$ cat config.mk
export PLATFORM = sky130hd
export DESIGN_NAME = port_tx_statistics_counters
export DESIGN_NICKNAME = d
export VERILOG_FILES = /design/src/core/tx_stats_pkg.sv /design/src/core/count_if.sv /design/src/core/wrap_counter.sv /design/src/core/port_tx_statistics_counters.sv
export SDC_FILE = /design/constraint.sdc
export NUM_CORES = 2
export LEC_CHECK = 0
export BUFFER_PORTS_ARGS = -buffer_cell sky130_fd_sc_hd__clkbuf_2
export CAP_MARGIN = 20
export CORE_AREA = 8 8 342 344
export DETAILED_ROUTE_END_ITERATION = 7
export DIE_AREA = 0 0 350 352
export REMOVE_ABC_BUFFERS = 1
export SLEW_MARGIN = 15
export SYNTH_ARGS = -nofsm -noshare
export SYNTH_HDL_FRONTEND = slang
export SYNTH_SLANG_ARGS = --single-unit
$ cat constraint.sdc
create_clock -name mclk -period 3.7 [get_ports mclk]
set_clock_uncertainty 0.1 [all_clocks]
set_input_delay 0.37 -clock mclk [delete_from_list [all_inputs] [get_ports mclk]]
set_output_delay 0.37 -clock mclk [all_outputs]
set_load 0.02 [all_outputs]
$ cat src/core/tx_stats_pkg.sv
// Purpose: Shared constants for the per-port transmit statistics block.
// Assumes: One port per instance; status words arrive from the port's MAC.
// Notes:   Counter slots, field widths, size-bin limits and reset values.
package tx_stats_pkg;

	// Counter and field widths
	localparam int CNT_W   = 32;                  // Event counters
	localparam int BYTE_W  = 64;                  // Good byte counter
	localparam int LEN_W   = 14;                  // Frame length, jumbo fits
	localparam int COLL_W  = 5;                   // Collisions seen by one frame
	localparam int QUEUE_W = 3;                   // Class-of-service queue number

	// Fixed counter population of one port
	localparam int COUNTERS_PER_PORT = 43;
	localparam int RX_ONLY_COUNT     = 19;
	localparam int TX_ONLY_COUNT     = 18;
	localparam int SHARED_COUNT      = 6;
	localparam int NUM_QUEUES        = 6;

	// Destination kind carried in a transmit status word
	localparam logic [1:0] DEST_UCAST = 2'h0;
	localparam logic [1:0] DEST_MCAST = 2'h1;
	localparam logic [1:0] DEST_BCAST = 2'h2;

	// Size-bin boundaries in bytes, preamble excluded, check sequence included
	localparam logic [LEN_W-1:0] BIN_MIN_LEN      = 14'h0040;
	localparam logic [LEN_W-1:0] BIN_SMALL_LO     = 14'h0041;
	localparam logic [LEN_W-1:0] BIN_SMALL_HI     = 14'h007F;
	localparam logic [LEN_W-1:0] BIN_LOWMID_LO    = 14'h0080;
	localparam logic [LEN_W-1:0] BIN_LOWMID_HI    = 14'h00FF;
	localparam logic [LEN_W-1:0] BIN_MID_LO       = 14'h0100;
	localparam logic [LEN_W-1:0] BIN_MID_HI       = 14'h01FF;
	localparam logic [LEN_W-1:0] BIN_UPMID_LO     = 14'h0200;
	localparam logic [LEN_W-1:0] BIN_UPMID_HI     = 14'h03FF;
	localparam logic [LEN_W-1:0] BIN_LARGE_LO     = 14'h0400;
	localparam logic [LEN_W-1:0] STD_MAX_FRAME_LEN = 14'h05F2;

	// Slots of the 32-bit counter bank
	localparam int IDX_LOST      = 0;
	localparam int IDX_BCAST     = 1;
	localparam int IDX_MCAST     = 2;
	localparam int IDX_COLL      = 3;
	localparam int IDX_UCAST     = 4;
	localparam int IDX_ONE_COLL  = 5;
	localparam int IDX_MULTI     = 6;
	localparam int IDX_DEFER     = 7;
	localparam int IDX_LATE      = 8;
	localparam int IDX_EXCESS    = 9;
	localparam int IDX_PAUSE     = 10;
	localparam int IDX_DISCARD   = 11;
	localparam int IDX_QUEUE0    = 12;
	localparam int IDX_BIN0      = 18;
	localparam int NUM_CNT       = 24;

	// Reset and step values
	localparam logic [CNT_W-1:0]  CNT_RESET  = 32'h0000_0000;
	localparam logic [CNT_W-1:0]  CNT_STEP   = 32'h0000_0001;
	localparam logic [BYTE_W-1:0] BYTE_RESET = 64'h0000_0000_0000_0000;

endpackage : tx_stats_pkg

$ cat src/core/count_if.sv
// Purpose: Carrier between the statistics core and one wrapping counter.
// Assumes: One clock; the counter owns the stored value.
// Notes:   User side drives the increment request and step.
`timescale 1ns/10ps
`default_nettype none
interface count_if #(parameter int W = 32) ();
	logic         inc;          // Add step this cycle
	logic [W-1:0] add;          // Step size
	logic [W-1:0] value;        // Current count
	modport owner (input inc, input add, output value);
	modport user  (output inc, output add, input value);
endinterface : count_if
`default_nettype wire

$ cat src/core/wrap_counter.sv
// Purpose: One statistics counter that adds a step and wraps at its width.
// Assumes: Synchronous active-low reset.
// Notes:   Overflow wraps silently; software reads often enough to see it.
`timescale 1ns/10ps
`default_nettype none
module wrap_counter
	import tx_stats_pkg::*;
#(
	parameter int W = 32
)
(
	input  wire logic mclk,
	input  wire logic nrst,
	count_if.owner    cnt
);

	// Width check, the step adds modulo two to the W
	initial
	begin
		if (W < 1 || W > 64)
			$error("wrap_counter width out of range");
	end

	logic [W-1:0] value_reg;    // Stored count

	// Count update, wraps to zero naturally
	always_ff @(posedge mclk)
	begin
		if (!nrst)
			value_reg <= '0;
		else if (cnt.inc)
			value_reg <= value_reg + cnt.add;
	end

	assign cnt.value = value_reg;

endmodule : wrap_counter
`default_nettype wire

$ cat src/core/port_tx_statistics_counters.sv
// Purpose: Transmit and size-bin statistics of one switch port.
// Assumes: Status words are one-cycle pulses synchronous to mclk.
// Notes:   Decoding is registered once; counters move two edges after a word.
`timescale 1ns/10ps
`default_nettype none

// Notes on behaviour
// Lost frames and uncounted internal errors count
// Good frame bytes accumulate into 64 bits
// Good broadcast frames counted only
// Good multicast frames counted only
// Every transmit collision adds one
// Good unicast frames counted
// Success after exactly one collision counts
// Success after two or more collisions
// Deferred first attempt, half duplex only
// Collisions past 512 bit-times counted
// Every pause event adds one
// Output queue space drops counted separately
// Six queue counters under quality of service
// Exactly 64-byte frames, errors included
// Frames of 65 to 127 bytes
// Frames of 128 to 255 bytes
// Frames of 256 to 511 bytes
// Frames of 512 to 1023 bytes
// Frames of 1024 to maximum size
// Port holds 43 counters across groups
// Size bins steered whole to one direction
// Receive words feed receive, transmit words transmit
// One step per word, wrap at width
module port_tx_statistics_counters
	import tx_stats_pkg::*;
#(
	parameter logic [LEN_W-1:0] MAX_FRAME_LEN = STD_MAX_FRAME_LEN
)
(
	input  wire logic                      mclk,
	input  wire logic                      nrst,
	// Transmit status word from the MAC
	input  wire logic                      tx_status_valid,
	input  wire logic                      tx_final,
	input  wire logic                      tx_good,
	input  wire logic [LEN_W-1:0]          tx_frame_len,
	input  wire logic [1:0]                tx_dest_kind,
	input  wire logic                      tx_collision,
	input  wire logic                      tx_late_collision,
	input  wire logic [COLL_W-1:0]         tx_frame_collisions,
	input  wire logic                      tx_excess_collision,
	input  wire logic                      tx_underflow,
	input  wire logic                      tx_internal_error,
	input  wire logic                      tx_deferred,
	input  wire logic                      tx_pause_event,
	input  wire logic [QUEUE_W-1:0]        tx_queue,
	// Receive status word, used only by the size bins
	input  wire logic                      rx_status_valid,
	input  wire logic [LEN_W-1:0]          rx_frame_len,
	// Forwarding process and port configuration
	input  wire logic                      output_queue_drop,
	input  wire logic                      half_duplex,
	input  wire logic                      qos_enable,
	input  wire logic                      bins_count_tx,
	// Counter values
	output logic [CNT_W-1:0]               tx_lost_frame_count,
	output logic [BYTE_W-1:0]              tx_good_byte_count,
	output logic [CNT_W-1:0]               tx_bcast_frame_count,
	output logic [CNT_W-1:0]               tx_mcast_frame_count,
	output logic [CNT_W-1:0]               tx_collision_event_count,
	output logic [CNT_W-1:0]               tx_ucast_frame_count,
	output logic [CNT_W-1:0]               tx_one_collision_frame_count,
	output logic [CNT_W-1:0]               tx_multi_collision_frame_count,
	output logic [CNT_W-1:0]               tx_deferred_frame_count,
	output logic [CNT_W-1:0]               tx_late_collision_count,
	output logic [CNT_W-1:0]               tx_excess_collision_count,
	output logic [CNT_W-1:0]               tx_pause_event_count,
	output logic [CNT_W-1:0]               output_queue_discard_count,
	output logic [NUM_QUEUES-1:0][CNT_W-1:0] queue_good_frame_count,
	output logic [CNT_W-1:0]               size_bin_min_count,
	output logic [CNT_W-1:0]               size_bin_small_count,
	output logic [CNT_W-1:0]               size_bin_lowmid_count,
	output logic [CNT_W-1:0]               size_bin_mid_count,
	output logic [CNT_W-1:0]               size_bin_upmid_count,
	output logic [CNT_W-1:0]               size_bin_large_count
);

	// Elaboration checks on the maximum frame setting and the population
	initial
	begin
		if (MAX_FRAME_LEN < BIN_LARGE_LO)
			$error("MAX_FRAME_LEN below the largest bin's lower edge");
		if (RX_ONLY_COUNT + TX_ONLY_COUNT + SHARED_COUNT != COUNTERS_PER_PORT)
			$error("counter groups do not add up to the port total");
		if (NUM_CNT != IDX_BIN0 + SHARED_COUNT)
			$error("counter bank slots inconsistent");
	end

	// Size-bin decode, shared by both directions
	function automatic logic [SHARED_COUNT-1:0] size_bin
	(
		input logic [LEN_W-1:0] len
	);
		logic [SHARED_COUNT-1:0] hit;    // One-hot bin, zero when outside all
		hit    = '0;
		hit[0] = (len == BIN_MIN_LEN);
		hit[1] = (len >= BIN_SMALL_LO)  && (len <= BIN_SMALL_HI);
		hit[2] = (len >= BIN_LOWMID_LO) && (len <= BIN_LOWMID_HI);
		hit[3] = (len >= BIN_MID_LO)    && (len <= BIN_MID_HI);
		hit[4] = (len >= BIN_UPMID_LO)  && (len <= BIN_UPMID_HI);
		hit[5] = (len >= BIN_LARGE_LO)  && (len <= MAX_FRAME_LEN);
		return hit;
	endfunction : size_bin

	// Word qualifiers
	logic tx_word;               // Transmit status word present
	logic tx_done;               // Word closes a frame
	logic tx_ok;                 // Frame closed good
	logic [NUM_CNT-1:0] inc_next;      // Increment requests for the bank
	logic [NUM_CNT-1:0] inc_reg;       // Registered requests
	logic               byte_inc_next; // Byte counter request
	logic               byte_inc_reg;
	logic [LEN_W-1:0]   byte_len_reg;  // Length field of the previous cycle's word, good or not
	logic [SHARED_COUNT-1:0] bin_hit;  // Bin hit of the selected direction
	logic [CNT_W-1:0]   count_value [NUM_CNT];  // Bank values
	logic [NUM_QUEUES-1:0] queue_hit;   // Queue of a good frame

	assign tx_word = tx_status_valid;
	assign tx_done = tx_word && tx_final;
	assign tx_ok   = tx_done && tx_good;

	// Size-bin source, steered as a group; the other direction is ignored
	always_comb
	begin
		bin_hit = '0;
		if (bins_count_tx)
		begin
			// Transmit frames, closing word only so retries are not counted twice
			if (tx_done)
				bin_hit = size_bin(tx_frame_len);
		end
		else
		begin
			// Receive frames
			if (rx_status_valid)
				bin_hit = size_bin(rx_frame_len);
		end
	end

	// Transmit-only event decode
	always_comb
	begin
		inc_next = '0;
		// Lost to resources, or an internal error no collision counter owns
		inc_next[IDX_LOST] = tx_done && (tx_underflow ||
			(tx_internal_error && !tx_late_collision && !tx_excess_collision));
		// Destination classes, good frames only
		inc_next[IDX_BCAST] = tx_ok && (tx_dest_kind == DEST_BCAST);
		inc_next[IDX_MCAST] = tx_ok && (tx_dest_kind == DEST_MCAST);
		inc_next[IDX_UCAST] = tx_ok && (tx_dest_kind == DEST_UCAST);
		// Each collision arrives in a word of its own
		inc_next[IDX_COLL] = tx_word && tx_collision;
		// Success after retries, sorted by how many
		inc_next[IDX_ONE_COLL] = tx_ok && (tx_frame_collisions == 5'h01);
		inc_next[IDX_MULTI]    = tx_ok && (tx_frame_collisions > 5'h01);
		// Deferral means nothing in full duplex
		inc_next[IDX_DEFER] = tx_done && tx_deferred && half_duplex;
		// The MAC flags collisions beyond the slot time
		inc_next[IDX_LATE] = tx_word && tx_collision && tx_late_collision;
		inc_next[IDX_EXCESS] = tx_done && tx_excess_collision;
		inc_next[IDX_PAUSE] = tx_word && tx_pause_event;
		// Forwarding drop, independent of any status word
		inc_next[IDX_DISCARD] = output_queue_drop;
	end

	// Per-queue good frames, only with quality of service on
	generate
		for (genvar q = 0; q < NUM_QUEUES; q++)
		begin : g_queue
			assign queue_hit[q] = qos_enable && tx_ok &&
				(tx_queue == QUEUE_W'(q));
		end
	endgenerate

	// Good bytes request
	assign byte_inc_next = tx_ok;

	// Register the decoded requests to keep compare logic off the adders
	always_ff @(posedge mclk)
	begin
		if (!nrst)
			inc_reg <= '0;
		else
			inc_reg <= {bin_hit, queue_hit, inc_next[IDX_DISCARD:0]};
	end

	// Register the byte request with its length
	always_ff @(posedge mclk)
	begin
		if (!nrst)
		begin
			byte_inc_reg <= 1'b0;
			byte_len_reg <= '0;
		end
		else
		begin
			byte_inc_reg <= byte_inc_next;
			byte_len_reg <= tx_frame_len;
		end
	end

	// Counter bank, one step per word each
	generate
		for (genvar i = 0; i < NUM_CNT; i++)
		begin : g_cnt
			count_if #(.W(CNT_W)) cnt_bus ();
			assign cnt_bus.inc = inc_reg[i];
			assign cnt_bus.add = CNT_STEP;
			wrap_counter #(.W(CNT_W)) u_cnt
			(
				.mclk (mclk),
				.nrst (nrst),
				.cnt  (cnt_bus)
			);
			assign count_value[i] = cnt_bus.value;
		end
	endgenerate

	// Byte counter adds the whole frame length, check sequence included
	count_if #(.W(BYTE_W)) byte_bus ();
	assign byte_bus.inc = byte_inc_reg;
	assign byte_bus.add = {{(BYTE_W-LEN_W){1'b0}}, byte_len_reg};
	wrap_counter #(.W(BYTE_W)) u_byte_cnt
	(
		.mclk (mclk),
		.nrst (nrst),
		.cnt  (byte_bus)
	);

	// Counter outputs, each the flop inside its counter
	assign tx_lost_frame_count            = count_value[IDX_LOST];
	assign tx_good_byte_count             = byte_bus.value;
	assign tx_bcast_frame_count           = count_value[IDX_BCAST];
	assign tx_mcast_frame_count           = count_value[IDX_MCAST];
	assign tx_collision_event_count       = count_value[IDX_COLL];
	assign tx_ucast_frame_count           = count_value[IDX_UCAST];
	assign tx_one_collision_frame_count   = count_value[IDX_ONE_COLL];
	assign tx_multi_collision_frame_count = count_value[IDX_MULTI];
	assign tx_deferred_frame_count        = count_value[IDX_DEFER];
	assign tx_late_collision_count        = count_value[IDX_LATE];
	assign tx_excess_collision_count      = count_value[IDX_EXCESS];
	assign tx_pause_event_count           = count_value[IDX_PAUSE];
	assign output_queue_discard_count     = count_value[IDX_DISCARD];

	// Queue counters in queue order
	generate
		for (genvar q = 0; q < NUM_QUEUES; q++)
		begin : g_qout
			assign queue_good_frame_count[q] = count_value[IDX_QUEUE0 + q];
		end
	endgenerate

	// Size bins, smallest first
	assign size_bin_min_count    = count_value[IDX_BIN0];
	assign size_bin_small_count  = count_value[IDX_BIN0 + 1];
	assign size_bin_lowmid_count = count_value[IDX_BIN0 + 2];
	assign size_bin_mid_count    = count_value[IDX_BIN0 + 3];
	assign size_bin_upmid_count  = count_value[IDX_BIN0 + 4];
	assign size_bin_large_count  = count_value[IDX_BIN0 + 5];

endmodule : port_tx_statistics_counters
`default_nettype wire

==> metrics.md <==
| Metric | Value |
|---|---|
| Root buf cell | `clkbuf_16` |
| Worst-path maximum fanout | `12` |
| Post-synth ARST share | `0` |
| Number of synthesized flops with an enable pin | `0` |
| DR iter-0 viols | `1798` |
| R2R depth | `8` |
| Bufs on Longest Clock Path | `3` |
| Die Y | `352 um` |
| Max reg flops | `768` |
| Synthesized flop and latch total | `871` |
| Startpoint types | `flop` |
| Worst Tran Pin Value | `0.9909 ns` |
| Worst skew pair latency | `0.68 ns` |
| Initial Util | `0.3369` |
| Vias | `33640` |
| Largest net degree at the start of global routing | `108` |
| Vias per inst | `4.930` |
| Unrepaired setup endpoints after global routing | `no` |
| Syn. warnings | `0` |
| Antenna viol nets, final | `0` |
| Post-CTS Setup Repair Bufs | `0` |
| Finish-stage setup viols | `0` |
| Drt wl/cell | `18.93 um` |
| Final worst-path cycle share | `0.8126` |
| Max Clock Freq | `332.6 MHz` |
| Gr usage total | `0.1980` |
| Die area | `123200 um^2` |
| P_leak | `19.17 nW` |
| # resized after CTS | `0` |
| Gp weighted congestion | `0.8689` |
| Dominant cells by area after synthesis | `dfxtp_1, xor2_1, nor2_1` |
| P per Cell Area | `419.2 nW/um^2` |
| Total gr overflow | `0` |
| Pins over their slew limit | `0` |
| IO Pins | `887` |
| Place WS | `0.7313 ns` |
| Tightest Hold Check Type | `in -> reg` |
| Gate Count Post-Synth | `4311` |
| Antenna violations before repair | `5` |
| TritonCTS clock tree | `done` |
| Area leader, netlist | `dfxtp_1` |
| Top_reg_cell synth | `dfxtp_1` |
| Nets | `5335` |
| Vias in the first global route | `31780` |
| Die Width | `350 um` |
| Synth unique cells | `65` |
| Most common cell in the netlist | `dfxtp_1` |
| Slew HR | `0.3333` |
| Design Area, Final | `47610 um^2` |
| Cell Rows | `123` |
| CP Capture Type | `flop` |
| Part of the Yosys area used for sequential elements | `0.4638` |
| Hpwl dp | `99.34 mm` |
| Hold depth | `5` |
| Number of remaining DRC errors | `0` |
| Status | `complete, no violations` |
| Drt first pass iters | `5` |
| Final Hold Viols | `0` |
| Share of the synthesized area in the top cell type | `0.4638` |
| Max Cap Viol | `0` |
| Final WS setup | `0.6934 ns` |
| Synthesized area per cell | `8.720 um^2` |
| Core Area | `111600 um^2` |
| First-pass GRT wire length | `193.2 mm` |
| CTS H-tree lvls | `3` |
| Share of cells above drive strength 1 | `0.2131` |
| Worst VDD drop | `0.3201 mV` |
| Clock slew at the register clock pins of the worst setup and hold paths | `0.06 ns` |
| Setup CP Type | `reg -> reg` |
| CTS Buf Count | `101` |
| Tot Pwr | `19.96 mW` |
| Worst Hold Margin | `0.08625 ns` |
| Cell Area, Placed | `43760 um^2` |
| CP Data Required Time | `4.20 ns` |
| Crit path time final | `3.007 ns` |
| Clock sinks | `871` |
| Number of port buffers | `886` |
| DRT Wirelength | `129.2 mm` |
| Mapped Area | `37590 um^2` |
| Area Growth Syn to Fin | `26.65%` |
| Setup TNS | `0 ns` |
| Worst EP arrival | `3.50 ns` |
| Top post-synthesis cells by count | `dfxtp_1, nor2_1, xor2_1` |
==> report_power, final <==
part / switching [mW] / internal (mW) / total [mW]
logic: 0.280 / 0.120 / 0.401
registers: 0.0214 / 9.40 / 9.42
clock network: 4.13 / 6.01 / 10.1
==> path summary, 6_finish.rpt <==
path	end	start	slack [ns]
setup / recovery	u_byte_cnt.cnt.value[36]	u_byte_cnt.cnt.value[0]	0.69
hold / removal	inc_reg[18]	rx_frame_len[4]	0.09
setup reg to reg	u_byte_cnt.cnt.value[36]	u_byte_cnt.cnt.value[0]	0.69
hold reg to reg	g_cnt[3].u_cnt.cnt.value[31]	g_cnt[3].u_cnt.cnt.value[31]	0.37
==> what timing repair did <==
item / in CTS / in global routing
hold endpoints to repair: 35 / 0
hold buffers: 44 / 0
endpoints found under the setup margin: 0 / 0
==> cell type report <==
class                      instances  area (um^2)
timing repair buffer             971         5285
clock buffer                     152         3029
fill                           11170        63960
multi-input combinational       3258        19450
sequential                       871        17440
tap                             1500         1877
inverter                          38        150.1
clock inverter                    32        376.6
antenna                            2        5.005
==> per-layer routing <==
metal | track usage | part of all wire | vias to the layer above
li1 | - | - | 16630
met1 | 0.2306 | 0.40 | 15850
met2 | 0.3290 | 0.46 | 901
met3 | 0.06369 | 0.085 | 252
met4 | 0.09109 | 0.046 | 6
met5 | 0 | 0.00031 | -
==> metrics by stage <==
step / util / instances
4_1_cts: 0.4267 / 6822
6_report: 0.4267 / 6824
5_1_grt: 0.4267 / 6822
3_3_place_gp: 0.3922 / 6594
2_1_floorplan: - / 4167
3_5_place_dp: 0.3922 / 6594
==> placed cells by master (no fill, tap or decap), types with 7 or more instances in the layout <==
cell type      Yosys  routed
a2111oi_0          7       7
a211oi_1           7       7
a21oi_1          149     149
and2_1            82      82
and3_1           165     165
and4_1            62      62
buf_12             0       8
buf_4              2      34
clkbuf_1         131      20
clkbuf_16          0     101
clkbuf_2           2     885
clkbuf_8           0      31
clkinv_2           0      19
dfxtp_1          871     871
dlygate4sd3_1      0      44
ha_1              38      38
inv_1             38      37
mux2i_1           49      49
nand2_1          351     351
nand2b_1          19      19
nand3_1          296     296
nand4_1          175     175
nor2_1           743     743
nor2b_1           10      10
nor3_1            52      52
nor4_1            44      44
o211ai_1           8       8
o21ai_0          117     116
or2_2             17      17
or3_1            109     109
or4_1             14      14
xnor2_1          246     246
xor2_1           420     420
==> logic make-up after synthesis <==
logic type,Yosys count,share of synthesized area
buf+inv,182,0.01874
fa+ha+maj,39,0.01318
simple gates,2178,0.2871
flops,871,0.4638
xor+xnor,666,0.1552
mux,50,0.01335
compound gates,325,0.04866
==> worst max-delay path, cell delays in order (launching register included) <==
cell and delay, ns:
dfxtp_1 0.35, ha_1 0.20, fa_1 0.23, a21o_1 0.15, nand4_1 0.17, a21oi_1 0.59
o211ai_1 0.48, or4_1 0.52, a21oi_1 0.15
Note: power is estimated with default switching activity, not from simulation.
